## src/line_supv_pkg.sv

```systemverilog
/*
 * Shared constants and carriers for the line supervision status logic:
 * register offsets, control and status word layouts, reset values and
 * timing figures. Assumes a 100 MHz system clock.
 */
package line_supv_pkg;

    // Register port geometry
    localparam int ADDR_W = 4;
    localparam int DATA_W = 8;

    // Combined control write / status read word
    localparam logic [ADDR_W-1:0] REG_CTRL_STATUS = 4'h0;
    // Quick status read, hook bit only, no shifting of the control word
    localparam logic [ADDR_W-1:0] REG_QUICK_STATUS = 4'h4;

    // Operating mode field (mode_ctrl_hi, mode_ctrl_lo)
    localparam logic [1:0] MODE_NORMAL = 2'h0;
    localparam logic [1:0] MODE_REVERSE = 2'h1;
    localparam logic [1:0] MODE_DENIAL = 2'h2;
    localparam logic [1:0] MODE_ONHOOK_TX = 2'h3;

    // Control word written by the line-card controller
    typedef struct packed {
        logic ground_start;  // Loop detector threshold select
        logic relay2_on;     // Auxiliary relay 2
        logic relay1_on;     // Auxiliary relay 1
        logic ring_mode;     // ring_mode_ctrl
        logic [1:0] mode;    // {mode_ctrl_hi, mode_ctrl_lo}
        logic [1:0] balance; // Hybrid balance network
    } ctrl_s;

    // Status word returned on a status read
    typedef struct packed {
        logic hook;          // hook_status_bit
        logic relay2_on;
        logic relay1_on;
        logic ring_mode;
        logic [1:0] mode;    // {mode_status_hi, mode_status_lo}
        logic [1:0] balance;
    } status_s;

    // Values after reset
    localparam ctrl_s CTRL_RESET = 8'h00;
    localparam logic HOOK_RESET = 1'b1;

    // Ring trip needs this many consecutive negative ring periods
    localparam int TRIP_PERIODS = 2;
    localparam int TRIP_CNT_W = 2;

    // Master clock watchdog: relay off if master_clk stalls longer
    localparam int CLK_PERIOD_NS = 10;
    localparam int MCLK_STALL_US = 200;
    // Longest time, so round down
    localparam int MCLK_STALL_CYCLES = MCLK_STALL_US * 1000 / CLK_PERIOD_NS;
    localparam int STALL_CNT_W = 16;

endpackage

```

## src/line_supv_status.sv

```systemverilog
/*
 * Status and interrupt logic of a subscriber line interface: hook and
 * ring trip reporting, thermal power denial, on-hook transmission and
 * the master clock watchdog for the ring relay.
 * Assumes all inputs are synchronous to clock, the analog supervision
 * circuits deliver clean levels and one-cycle ring period pulses, and
 * the controller holds control_select_n low around its accesses.
 */
//
// Overview of operation
// Off-hook powers up, interrupts, clears hook bit
// Interrupt held until status read under select
// On-hook powers down, sets hook bit, interrupts
// Hook reverting before read withdraws interrupt
// Off-hook under select: interrupt now, bit later
// Deferred update latched on next combined access
// Two negative ring periods declare ring trip
// Ring trip: relay off, bit cleared, interrupt
// Ring mode stays set until controller clears
// After trip hook bit zero until ring cleared
// After ring exit off-hook clears bit, interrupts
// Stalled master clock turns ring relay off
// Overload forces power denial and interrupts
// Overload interrupt released when select falls
// Writes cannot leave denial during overload
// Denial persists; overload end interrupts again
// Writing normal mode clears both mode bits
// Overload under select: interrupt now, status later
// Both mode bits on-hook: reduced power transmission
// Off-hook in transmission powers drivers, interrupts
// Hook bit one on-hook, zero off-hook or trip
// Ring mode energises relay and ring supervision
// Quick read returns hook bit only
// Interrupt low while any event unserviced
// Controller compares status words to find cause
`timescale 1ns/1ns

module line_supv_status
    import line_supv_pkg::*;
#(
    parameter int STALL_CYCLES = MCLK_STALL_CYCLES
) (
    // Clock and reset
    input wire logic clock,
    input wire logic sys_rst,
    // Register port
    input wire logic [ADDR_W-1:0] reg_addr,
    input wire logic [DATA_W-1:0] reg_wdata,
    input wire logic reg_write,
    input wire logic reg_read,
    output logic [DATA_W-1:0] reg_rdata,
    // Control port select, low during an access
    input wire logic control_select_n,
    // Analog supervision results
    input wire logic loop_off_hook,
    input wire logic ring_sense_neg_a,
    input wire logic ring_sense_neg_b,
    input wire logic ring_period_end,
    input wire logic thermal_overload,
    input wire logic master_clk,
    // Outputs
    output logic line_event_irq_n,
    output logic ring_relay_drive,
    output logic ring_supv_enable,
    output logic circuit_power_up,
    output logic line_driver_on,
    output logic line_driver_low_power,
    output logic relay1_drive,
    output logic relay2_drive
);

    // Elaboration check: the watchdog counter must hold the limit
    if (STALL_CYCLES < 2 || STALL_CYCLES >= (1 << STALL_CNT_W) - 1) begin
        $error("STALL_CYCLES out of range");
    end

    ctrl_s ctrl_q;             // Control word
    logic hook_status_bit_q;   // Reported hook bit
    logic latched_off_q;       // Off-hook state at last service read
    logic deferred_q;          // Hook bit update waited for select high
    logic ring_trip_q;         // Ring trip seen, cleared with ring mode
    logic trip_pend_q;         // Ring trip not yet serviced
    logic therm_pend_q;        // Overload edge not yet serviced
    logic therm_prev_q;        // Overload level one cycle ago
    logic sel_prev_n_q;        // Select level one cycle ago
    logic [TRIP_CNT_W-1:0] trip_cnt_q; // Consecutive negative periods
    logic [STALL_CNT_W-1:0] stall_cnt_q; // Cycles without mclk change
    logic mclk_prev_q;         // Master clock level one cycle ago
    logic mclk_stall_q;        // Master clock considered stopped

    // Access qualifiers; accesses without select are ignored
    logic selected;
    logic ctrl_wr;
    logic status_rd;
    logic quick_rd;
    assign selected = !control_select_n;
    assign ctrl_wr = selected && reg_write && reg_addr == REG_CTRL_STATUS;
    assign status_rd = selected && reg_read && reg_addr == REG_CTRL_STATUS;
    assign quick_rd = selected && reg_read && reg_addr == REG_QUICK_STATUS;

    // Loop supervision is off the line during ringing
    logic off_hook;
    assign off_hook = loop_off_hook && !ctrl_q.ring_mode;

    // Hook event pending while state differs from the serviced one
    logic hook_pend;
    assign hook_pend = off_hook != latched_off_q;

    // Ring trip decision at the end of a ring period
    logic ring_neg;
    logic trip_event;
    assign ring_neg = ring_sense_neg_a || ring_sense_neg_b;
    assign trip_event = ctrl_q.ring_mode && !ring_trip_q &&
        ring_period_end && ring_neg &&
        trip_cnt_q == TRIP_CNT_W'(TRIP_PERIODS - 1);

    // Either edge of the overload condition is an event
    logic therm_edge;
    assign therm_edge = thermal_overload != therm_prev_q;

    // Select falling edge services the overload event
    logic sel_fall;
    assign sel_fall = sel_prev_n_q && !control_select_n;

    // Mode field after a write; overload keeps power denial
    logic [1:0] mode_wr;
    assign mode_wr = thermal_overload ? MODE_DENIAL : reg_wdata[3:2];

    // Status word as seen by the controller
    status_s status_word;
    assign status_word = '{hook: hook_status_bit_q,
        relay2_on: ctrl_q.relay2_on, relay1_on: ctrl_q.relay1_on,
        ring_mode: ctrl_q.ring_mode, mode: ctrl_q.mode,
        balance: ctrl_q.balance};

    // Control word: writes, overload forcing deferred under select
    always_ff @(posedge clock) begin
        if (sys_rst) begin
            ctrl_q <= CTRL_RESET;
        end else if (ctrl_wr) begin
            // Ring mode leaves only by an explicit write
            ctrl_q <= reg_wdata;
            ctrl_q.mode <= mode_wr;
        end else if (thermal_overload && control_select_n) begin
            // Forced denial only once the port is released
            ctrl_q.mode <= MODE_DENIAL;
        end
    end

    // Consecutive negative ring period counter
    always_ff @(posedge clock) begin
        if (sys_rst) begin
            trip_cnt_q <= '0;
        end else if (!ctrl_q.ring_mode || ring_trip_q) begin
            trip_cnt_q <= '0;
        end else if (ring_period_end) begin
            // Any positive period restarts the count
            trip_cnt_q <= ring_neg ? trip_cnt_q + 1'b1 : '0;
        end
    end

    // Ring trip flag, cleared by writing ring mode off
    always_ff @(posedge clock) begin
        if (sys_rst) begin
            ring_trip_q <= 1'b0;
        end else if (trip_event) begin
            ring_trip_q <= 1'b1;
        end else if (ctrl_wr && !reg_wdata[4]) begin
            ring_trip_q <= 1'b0;
        end
    end

    // Hook bit; frozen while the port is selected
    always_ff @(posedge clock) begin
        if (sys_rst) begin
            hook_status_bit_q <= HOOK_RESET;
        end else if (control_select_n) begin
            // Trip forces zero until ring mode is cleared
            hook_status_bit_q <= !(ring_trip_q || off_hook);
        end
    end

    // Deferred update tracking for the next combined access
    always_ff @(posedge clock) begin
        if (sys_rst) begin
            deferred_q <= 1'b0;
        end else if (selected && hook_status_bit_q == off_hook) begin
            // Set wins over the clear of the same cycle
            deferred_q <= 1'b1;
        end else if (ctrl_wr) begin
            deferred_q <= 1'b0;
        end
    end

    // Serviced hook state, latched by a status read or combined access
    always_ff @(posedge clock) begin
        if (sys_rst) begin
            latched_off_q <= 1'b0;
        end else if (status_rd || (ctrl_wr && deferred_q)) begin
            // A quick read services nothing; the hook bit alone is shown
            latched_off_q <= off_hook;
        end
    end

    // Ring trip pending; a new trip wins over the read
    always_ff @(posedge clock) begin
        if (sys_rst) begin
            trip_pend_q <= 1'b0;
        end else if (trip_event) begin
            trip_pend_q <= 1'b1;
        end else if (status_rd) begin
            trip_pend_q <= 1'b0;
        end
    end

    // Overload pending; released as soon as select goes low
    always_ff @(posedge clock) begin
        if (sys_rst) begin
            therm_pend_q <= 1'b0;
            therm_prev_q <= 1'b0;
            sel_prev_n_q <= 1'b1;
        end else begin
            therm_prev_q <= thermal_overload;
            sel_prev_n_q <= control_select_n;
            if (therm_edge) begin
                therm_pend_q <= 1'b1;
            end else if (sel_fall) begin
                therm_pend_q <= 1'b0;
            end
        end
    end

    // Interrupt level from all pending events
    always_ff @(posedge clock) begin
        if (sys_rst) begin
            line_event_irq_n <= 1'b1;
        end else begin
            // Trip and overload edges count in their own cycle, so the
            // pin falls on the edge after the event, as a hook change does
            line_event_irq_n <= !(hook_pend || trip_pend_q || trip_event ||
                therm_pend_q || therm_edge);
        end
    end

    // Master clock watchdog; counts cycles without a level change
    always_ff @(posedge clock) begin
        if (sys_rst) begin
            mclk_prev_q <= 1'b0;
            stall_cnt_q <= '0;
            mclk_stall_q <= 1'b0;
        end else begin
            mclk_prev_q <= master_clk;
            // Any level change restarts the count, high or low stalls alike
            if (master_clk != mclk_prev_q) begin
                stall_cnt_q <= '0;
                mclk_stall_q <= 1'b0;
            end else if (stall_cnt_q != STALL_CNT_W'(STALL_CYCLES)) begin
                stall_cnt_q <= stall_cnt_q + 1'b1;
            end else begin
                // More than the limit: saturate and flag
                mclk_stall_q <= 1'b1;
            end
        end
    end

    // Relay and power outputs
    always_ff @(posedge clock) begin
        if (sys_rst) begin
            ring_relay_drive <= 1'b0;
            ring_supv_enable <= 1'b0;
            circuit_power_up <= 1'b0;
            line_driver_on <= 1'b0;
            line_driver_low_power <= 1'b0;
            relay1_drive <= 1'b0;
            relay2_drive <= 1'b0;
        end else begin
            // Trip or a stopped master clock drops the relay at once
            ring_relay_drive <= ctrl_q.ring_mode && !ring_trip_q &&
                !trip_event && !mclk_stall_q;
            ring_supv_enable <= ctrl_q.ring_mode && !ring_trip_q;
            // Standby powers down all but supervision when on-hook
            circuit_power_up <= off_hook || ctrl_q.ring_mode ||
                ctrl_q.mode == MODE_ONHOOK_TX;
            line_driver_on <= ctrl_q.mode != MODE_DENIAL;
            line_driver_low_power <= ctrl_q.mode == MODE_ONHOOK_TX &&
                !ctrl_q.ring_mode && !off_hook;
            relay1_drive <= ctrl_q.relay1_on;
            relay2_drive <= ctrl_q.relay2_on;
        end
    end

    // Read data, valid in the cycle after the read strobe only
    always_ff @(posedge clock) begin
        if (sys_rst) begin
            reg_rdata <= '0;
        end else if (status_rd) begin
            reg_rdata <= status_word;
        end else if (quick_rd) begin
            reg_rdata <= {hook_status_bit_q, 7'h00};
        end else begin
            // Data stand one cycle only, so a stale word is never read twice
            reg_rdata <= '0;
        end
    end
endmodule

```

## config.mk

```make
export PLATFORM = sky130hd
export DESIGN_NAME = line_supv_status
export DESIGN_NICKNAME = d
export VERILOG_FILES = /design/src/line_supv_pkg.sv /design/src/line_supv_status.sv
export SDC_FILE = /design/constraint.sdc
export NUM_CORES = 1
export LEC_CHECK = 0
export BUFFER_PORTS_ARGS = -buffer_cell sky130_fd_sc_hd__buf_2
export CAP_MARGIN = 20
export CORE_MARGIN = 3
export CORE_UTILIZATION = 53
export DETAILED_ROUTE_END_ITERATION = 16
export HOLD_SLACK_MARGIN = 0.06
export PLACE_DENSITY = 0.77
export SKIP_LAST_GASP = 1
export SLEW_MARGIN = 20
export SYNTH_ARGS = -nofsm -noshare
export SYNTH_HDL_FRONTEND = slang
export SYNTH_SLANG_ARGS = --single-unit
```

## constraint.sdc

```tcl
create_clock -name clock -period 1.95 [get_ports clock]
set_clock_uncertainty 0.05 [all_clocks]
set_input_delay 0.0975 -clock clock [delete_from_list [all_inputs] [get_ports clock]]
set_output_delay 0.0975 -clock clock [all_outputs]
set_load 0.05 [all_outputs]
```

After elaboration in Yosys (flattened, before gate mapping)
Cells that the tools add are included.
{ "totals": {"elab_cells": 97, "reg_bits": 51, "out_inout_bits": 16} }
{ "op_classes": {"eq_ne": 9, "mux": 14, "reduce_logical": 46, "n_addsub": 2} }
{ "op_table": {"columns": ["op", "count"], "rows": [
  ["1-bit logical AND", 19],
  ["16-bit by 1-bit adder with 16-bit output, second input constant", 1],
  ["8-bit two-way mux", 2],
  ["16-bit by 15-bit inequality test with 1-bit output, second input constant", 1],
  ["1-bit logical OR", 10],
  ["2-bit nonzero test", 5],
  ["1-bit logical NOT", 9],
  ["1-bit two-way mux", 8],
  ["2-bit two-way mux", 4],
  ["4-bit by 3-bit equality test with 1-bit output, second input constant", 1],
  ["4-bit logical NOT", 1],
  ["2-bit OR reduction", 2],
  ["1-bit inequality test", 3],
  ["2-bit by 1-bit adder with 2-bit output, second input constant", 1],
  ["2-bit by 1-bit equality test with 1-bit output, second input constant", 1],
  ["2-bit equality test, second input constant", 1],
  ["2-bit inequality test, second input constant", 1],
  ["1-bit equality test", 1]
]} }

Logic depth before layout (Yosys ltp)
Gate-level depths: netlist (run 1).
{ "logic_depth": {"depth_word": 9, "ltp_mapped": 6} }

Least setup slack after synthesis (run 1)
No wires, ideal clock.
{ "synth_timing": {"path_kind": "reg-to-reg", "start": "reg stall_cnt_q[0]", "end": "reg stall_cnt_q[14]", "arrival_time_ps": 1497, "slack_ps": 333, "path_stages_with_launch": 6, "required_ps": 1830, "path_cell_list": "dfxtp_1 -> ha_1 -> nand3_1 -> or3_1 -> or3_1 -> a21oi_1"} }
{ "synth_between": {"elab_chain_len": 1, "word_cells_on_any_way": 2} }
{ "synth_lines": {"columns": ["item", "line_no", "rtl"], "rows": [
  ["start: declaration", "line_supv_status.sv:87", "logic [STALL_CNT_W-1:0] stall_cnt_q;"],
  ["start signal: assignment", "line_supv_status.sv:258", "stall_cnt_q <= stall_cnt_q + 1'b1;"],
  ["16-bit by 1-bit adder with 16-bit output / 16-bit by 15-bit inequality test with 1-bit output (equally long branches)", "line_supv_status.sv:258, line_supv_status.sv:257", null]
]} }
Parallel ways exist; a longest one is shown, timed or not.
A chain may end at the register's enable or synchronous reset.

Worst setup path in the final report (run 1)
{ "layout_timing": {"start": "in reg_addr[0]", "end": "reg ctrl_q[2] (netlist name)"} }
{ "layout_between": {"elab_chain_len": 3, "word_cells_on_any_way": 4} }
{ "layout_lines": {"columns": ["item", "line_no", "rtl"], "rows": [
  ["start: declaration", "line_supv_status.sv:47", "input wire logic [ADDR_W-1:0] reg_addr,"],
  ["4-bit logical NOT *", "line_supv_status.sv:97", "assign ctrl_wr = selected && reg_write && reg_addr == REG_CTRL_STATUS;"],
  ["1-bit logical AND *", "line_supv_status.sv:97", null],
  ["2-bit two-way mux / 2-bit nonzero test (equally long branches)", null, null],
  ["end signal: assignment", "line_supv_status.sv:142", "ctrl_q <= reg_wdata;"],
  ["end: declaration", "line_supv_status.sv:77", "ctrl_s ctrl_q;"]
]} }
Every way passes the cells marked *; elsewhere a longest branch is shown, timed or not.

==> results.ini, run 1 <==
[setup_path]
crit_path_start=reg_addr[0]
cp_max_fo=7
path_buf_inv=3
end_kind=register
worstReg2RegStart=stall_cnt_q[0]
critPathKind=primary input to register
worst_path_most_repeated_cell=dlygate4sd3_1
critPathLaunchType=primary input
cp.required_ns=2.14
worstPathArrival_ns=2.11
cp_top_family=buffers and inverters
crit_path_max_incr_delay_ns=0.58
worstPathCellList=dlygate4sd3_1 -> buf_2 -> nor2_1 -> and3_2 -> nand3b_1 -> a21oi_1 -> dlygate4sd3_1
crit_slowest_cell=dlygate4sd3_1

[detailed_routing]
routedWlPerCell_um=12.5
drt_iter0_markers=91
route.detailed.drc=0
drt_wl_total_mm=4.02
via_per_inst=5.03
ant_nets=0
routed-via-count=1614
drtPass1Iterations=6

[timing]
slew_headroom=0.591
min_period_over_period=0.984
period_needed_ns=1.92
timing.final.max_slew_violations=0
hold_ws_ns=0.108
setup_tns_ns=0
rsz0062_at_grt=false
fmax_ghz=0.521
hold_viol=0
worst_slew_pin_slew_ns=0.613
finalSetupViolations=0
worst_slack_ns=0.0317

[logic_synthesis]
synthArstFlopShare=0
post-synth-top-area-cell=dfxtp_1
synth_compound_area_frac=0.0850
yosys-mux-area-fraction=0.0208
synth_ff_type=dfxtp_1
synthTopCellsByArea=dfxtp_1, xnor2_1, nor2_1
synth_top_family_by_area=simple AND/OR/NAND/NOR gates
synth_edf_count=0
synth_area_mm2=0.00199
ys_warn_count=0
syn_avg_cell_area_um2=9.28
synth_cell_types=41
synthXorXnorAreaFrac=0.0661
synth_common_cells=dfxtp_1, nor2_1, nand2_1, a21oi_1, inv_1
synth_cells=214
synth_most_common_cell=dfxtp_1
yosys.area.top_type_share=0.514
ys_seq_area_frac=0.514
synth_simple_gate_area_share=0.259
synth-seq-cells=51
synth_fp_nets=240
synthAdderAreaFrac=0.0189

[placed_design]
pre_cts_ws_ns=0.160
place_hpwl_mm=2.62
placed_cells=292
portBuffers=37
gp_congestion=0.758

[cts]
cts_buffers=5
post_cts_buffers=0
clk_latency_ns=0.30
clock_path_buffers=2
clkTransAtPathRegs_ns=0.09
tritoncts=built
ctsRootBufferMaster=clkbuf_8
cts_sinks=51
cts_max_level=2

[die]
dieWidth_um=67.2
num_rows=21
start_util=0.573
pin_count=39
core-area_mm2=0.00347
die-area_mm2=0.00452
die_h_um=67.2

[finish]
n_antenna_cell=0
fill_cells=281
seq_area_mm2=0.00102
area_growth_pct=27.1
drive_gt1_frac=0.215
multi_input_area_um2=901
fin_nets=300
final_cells=321

[power_and_ir_drop]
leakagePower_nw=1.02
p_per_area_mw_per_mm2=725
ir_drop_v=0.000576

[grt]
grt_pass1_vias=1645
overflow=0
antenna_found_initial=0
grt_max_degree=18
grt_pass1_wl_mm=6.88
grt.total_usage=0.202

[hold_path]
hold_start=control_select_n
hold_path_class=primary input to register

[status]
status=finished clean

[flow_run]
cap_violations=0

cell type report:
cell class | count | share of cell area
sequential | 51 | 0.405
multi-input combinational | 144 | 0.357
timing repair buffer | 59 | 0.160
clock buffer | 5 | 0.0273
tap | 46 | 0.0228
inverter | 13 | 0.0193
clock inverter | 3 | 0.00942
worst paths after layout:
| kind | slack, ns | end | depth (start not counted) |
|---|---|---|---|
| worst min register to register | 0.42 | mclk_stall_q | 2 |
| worst max-delay path | 0.03 | ctrl_q[2] | 7 |
| worst max register to register | 0.12 | stall_cnt_q[14] | 5 |
| worst min-delay path | 0.11 | hook_status_bit_q | 3 |
report_power, final:
part	total [mW]	internal [mW]	switching, mW	leakage, nW
clock	0.610	0.257	0.353	0.0408
combinational	0.146	0.0693	0.0763	0.568
sequential	1.07	1.06	0.0145	0.414
worst register-to-register path: stages, from the launching register on:
cell and delay [ns]:
dfxtp_1 0.47, ha_1 0.26, nand3_1 0.16, or3_1 0.36, or3_1 0.32, a21oi_1 0.15
flip-flops by register name (all words and copies together), names as in the netlist, 2 cells and up:
signal,count
trip_cnt_q,2
reg_rdata,8
ctrl_q,7
stall_cnt_q,16
cell families after synthesis:
family | after synthesis
simple gates | 93
flops | 51
compound gates | 29
buf+inv | 19
xor+xnor | 15
mux | 4
fa+ha+maj | 3
layout by cell type, fill, tap and decap left out, types with 7 or more instances in the layout:
| master | netlist | routed |
|---|---|---|
| dfxtp_1 | 51 | 50 |
| buf_2 | 0 | 37 |
| nor2_1 | 23 | 23 |
| dlygate4sd3_1 | 0 | 21 |
| nand2_1 | 18 | 18 |
| a21oi_1 | 17 | 17 |
| inv_1 | 13 | 13 |
| xnor2_1 | 12 | 12 |
| nand3_1 | 8 | 7 |
timing repair:
action | in CTS | in global routing
endpoints found under the hold margin | 16 | 0
endpoints found under the setup margin | 0 | 6
hold buffers | 21 | 0
resized for setup | 0 | 3
layer usage:
layer,vias up,part of all wire,global-route usage
met4,0,0.013,0.0835
li1,840,-,-
met2,31,0.53,0.360
met1,737,0.42,0.219
met5,-,0,0
met3,6,0.039,0.0682
per-stage QoR:
step           instance area (µm²)   util  power [mW]
3_3_place_gp                  2210  0.639        1.22
6_report                      2520  0.728        1.83
5_1_grt                       2520  0.728        1.91
4_1_cts                       2520  0.726        1.84
2_1_floorplan                 1990      -        1.17
3_5_place_dp                  2210  0.639        1.22
Power figures use the tool's default switching activity.
==> run 2: changes to the inputs <==
Settings changed: CORE_ASPECT_RATIO from default to 1.4, CORE_MARGIN 3 to 1.5, SETUP_SLACK_MARGIN from default to 0.15.
==> run 2 against run 1 <==
Global-route usage grew 0.99 points. Clock-buffer cell count unchanged. Largest cell class unchanged. Wire length is 3.7% lower. Clock power down 1%. Total power shrank 0.46%. Combinational power hardly changed. Sequential share of layout area increased by 1.3 points. Core utilization fell by 5.0 points. Maximum frequency is 12% higher. Register-to-register slack gained 0.12 ns. Worst setup slack better by 0.21 ns. Die area down 8.6%.
==> results.ini, run 2 (synthesis results as in run 1) <==
[setup_path]
worstReg2RegStart=stall_cnt_q[0]
end_kind=register
critPathKind=register to register
r2r_slack_ns=0.24
crit_path_start=stall_cnt_q[0]
crit_slowest_cell=dfxtp_2
reg2reg_depth=5
cp_max_fo=5
r2r-end=stall_cnt_q[14]
worstPathCellList=ha_1 -> nand3_1 -> or3_1 -> or3_1 -> a21oi_1
critPathLaunchType=register
cp.required_ns=2.14
crit_path_max_incr_delay_ns=0.41
worst_path_most_repeated_cell=or3_1
worstPathArrival_ns=1.90

[finish]
drive_gt1_frac=0.216
largestRegisters=stall_cnt_q: 16 flops, reg_rdata: 8 flops, ctrl_q: 7 flops
regMostFlops=stall_cnt_q
fin_nets=293
largest_reg_flops=16
area_growth_pct=23.2
final_common_cell=dfxtp_1
fin_area_mm2=0.00245
n_antenna_cell=0
fill_cells=285
mostFrequentLayoutCells=dfxtp_1, buf_2, nor2_1, nand2_1, a21oi_1

[die]
die_h_um=75.4
start_util=0.550
core-area_mm2=0.00361
dieWidth_um=54.7
num_rows=26
pin_count=39
die-area_mm2=0.00413

[detailed_routing]
routedWlPerCell_um=12.5
drt_iter0_markers=32
routed-via-count=1615
drtPass1Iterations=4
route.detailed.drc=0
via_per_inst=5.21
drt_wl_total_mm=3.87
ant_nets=0

[timing]
timing.final.max_slew_violations=0
worst_slew_pin_slew_ns=0.465
fmax_ghz=0.584
period_needed_ns=1.71
slew_headroom=0.690
min_period_over_period=0.878
setup_tns_ns=0
finalSetupViolations=0
rsz0062_at_grt=true
worst_slack_ns=0.238
hold_viol=0
hold_ws_ns=0.115

[status]
status=finished clean

[grt]
grt_pass1_wl_mm=6.33
grt_pass1_vias=1522
grt.total_usage=0.212
grt_max_degree=29
overflow=0
antenna_found_initial=0

[cts]
ctsRootBufferMaster=clkbuf_8
cts_buffers=5
post_cts_buffers=0
tritoncts=built
clkTransAtPathRegs_ns=0.09
cts_sinks=51
clk_latency_ns=0.31
cts_max_level=2
clock_path_buffers=2

[placed_design]
placed_area_mm2=0.00221
pre_cts_ws_ns=0.180
portBuffers=37
gp_congestion=0.732
place_hpwl_mm=2.60

[power_and_ir_drop]
leakagePower_nw=0.981
p_per_area_mw_per_mm2=745
power_mw=1.82
p_sw_frac=0.244
p_switching_mw=0.444
p_comb_frac=0.079
p_int_mw=1.38
clockPowerShare=0.331
ir_drop_v=0.000701
p_seq_frac=0.590

[hold_path]
hold_end=trip_cnt_q[1]
hold_start=ring_sense_neg_a
min_delay_path_depth=5
hold_path_class=primary input to register

[flow_run]
cap_violations=0

==> run 2: cell count changes in the layout (fill, tap and decap cells not counted) <==
cell	delta
clkinv_2	+1
nor3_2	-1
nor3_4	+1
dfxtp_1	-1
nand3_1	+1
dlygate4sd3_1	-7
nand3_2	-1
and3_2	-1
and3_1	+1
inv_6	-1
dfxtp_2	+1
==> run 2: layer usage <==
metal  track usage  part of all wire
met1         0.219              0.39
met2         0.393              0.56
met3        0.0549             0.033
met4        0.0833             0.016
met5             0                 0
==> run 2: power groups by stage <==
| stage | Clock [mW] | Combinational, mW | Sequential (mW) |
|---|---|---|---|
| finish | 0.603 | 0.144 | 1.07 |
| CTS | 0.607 | 0.141 | 1.07 |
| global placement | 0 | 0.120 | 1.10 |
| global route | 0.656 | 0.159 | 1.08 |
| detailed placement | 0 | 0.121 | 1.10 |
| floorplan | 0 | 0.0599 | 1.11 |
==> run 2: worst max-delay path by stage <==
stage,end,slack [ns]
after global placement,stall_cnt_q[14],0.24
after detailed placement,stall_cnt_q[14],0.18
final,stall_cnt_q[14],0.24
after global routing,reg_rdata[7],0.13
after CTS,stall_cnt_q[14],0.16
after floorplan,stall_cnt_q[14],0.33
==> run 2: cell type report <==
type                    instances  area, µm²  share of cell area
clock inverters                 3       20.0             0.00818
well taps                      42       52.6              0.0215
flip-flops and latches         51       1020               0.418
clock buffers                   5       68.8              0.0281
multi-input cells             144        901               0.368
inverters                      13       48.8              0.0199
repair buffers                 52        333               0.136
==> run 2: repair_timing <==
item                                    4_1_cts  5_1_grt
hold buffers                                 14        0
endpoints found under the setup margin        0        4
gates resized for setup                       0        3
hold endpoints to repair                     15        0
==> run 2: critical path: cells and delay by family (launching register included) <==
| kind | cells | cell delay, ns |
|---|---|---|
| simple gates | 3 | 0.82 |
| flops | 1 | 0.41 |
| fa+ha+maj | 1 | 0.23 |
| compound gates | 1 | 0.14 |
==> run 2: metrics by stage <==
step	std cells	utilization
after floorplan	214	-
after global placement	288	0.612
after detailed placement	288	0.612
after CTS	310	0.675
after global routing	310	0.678
final	310	0.678
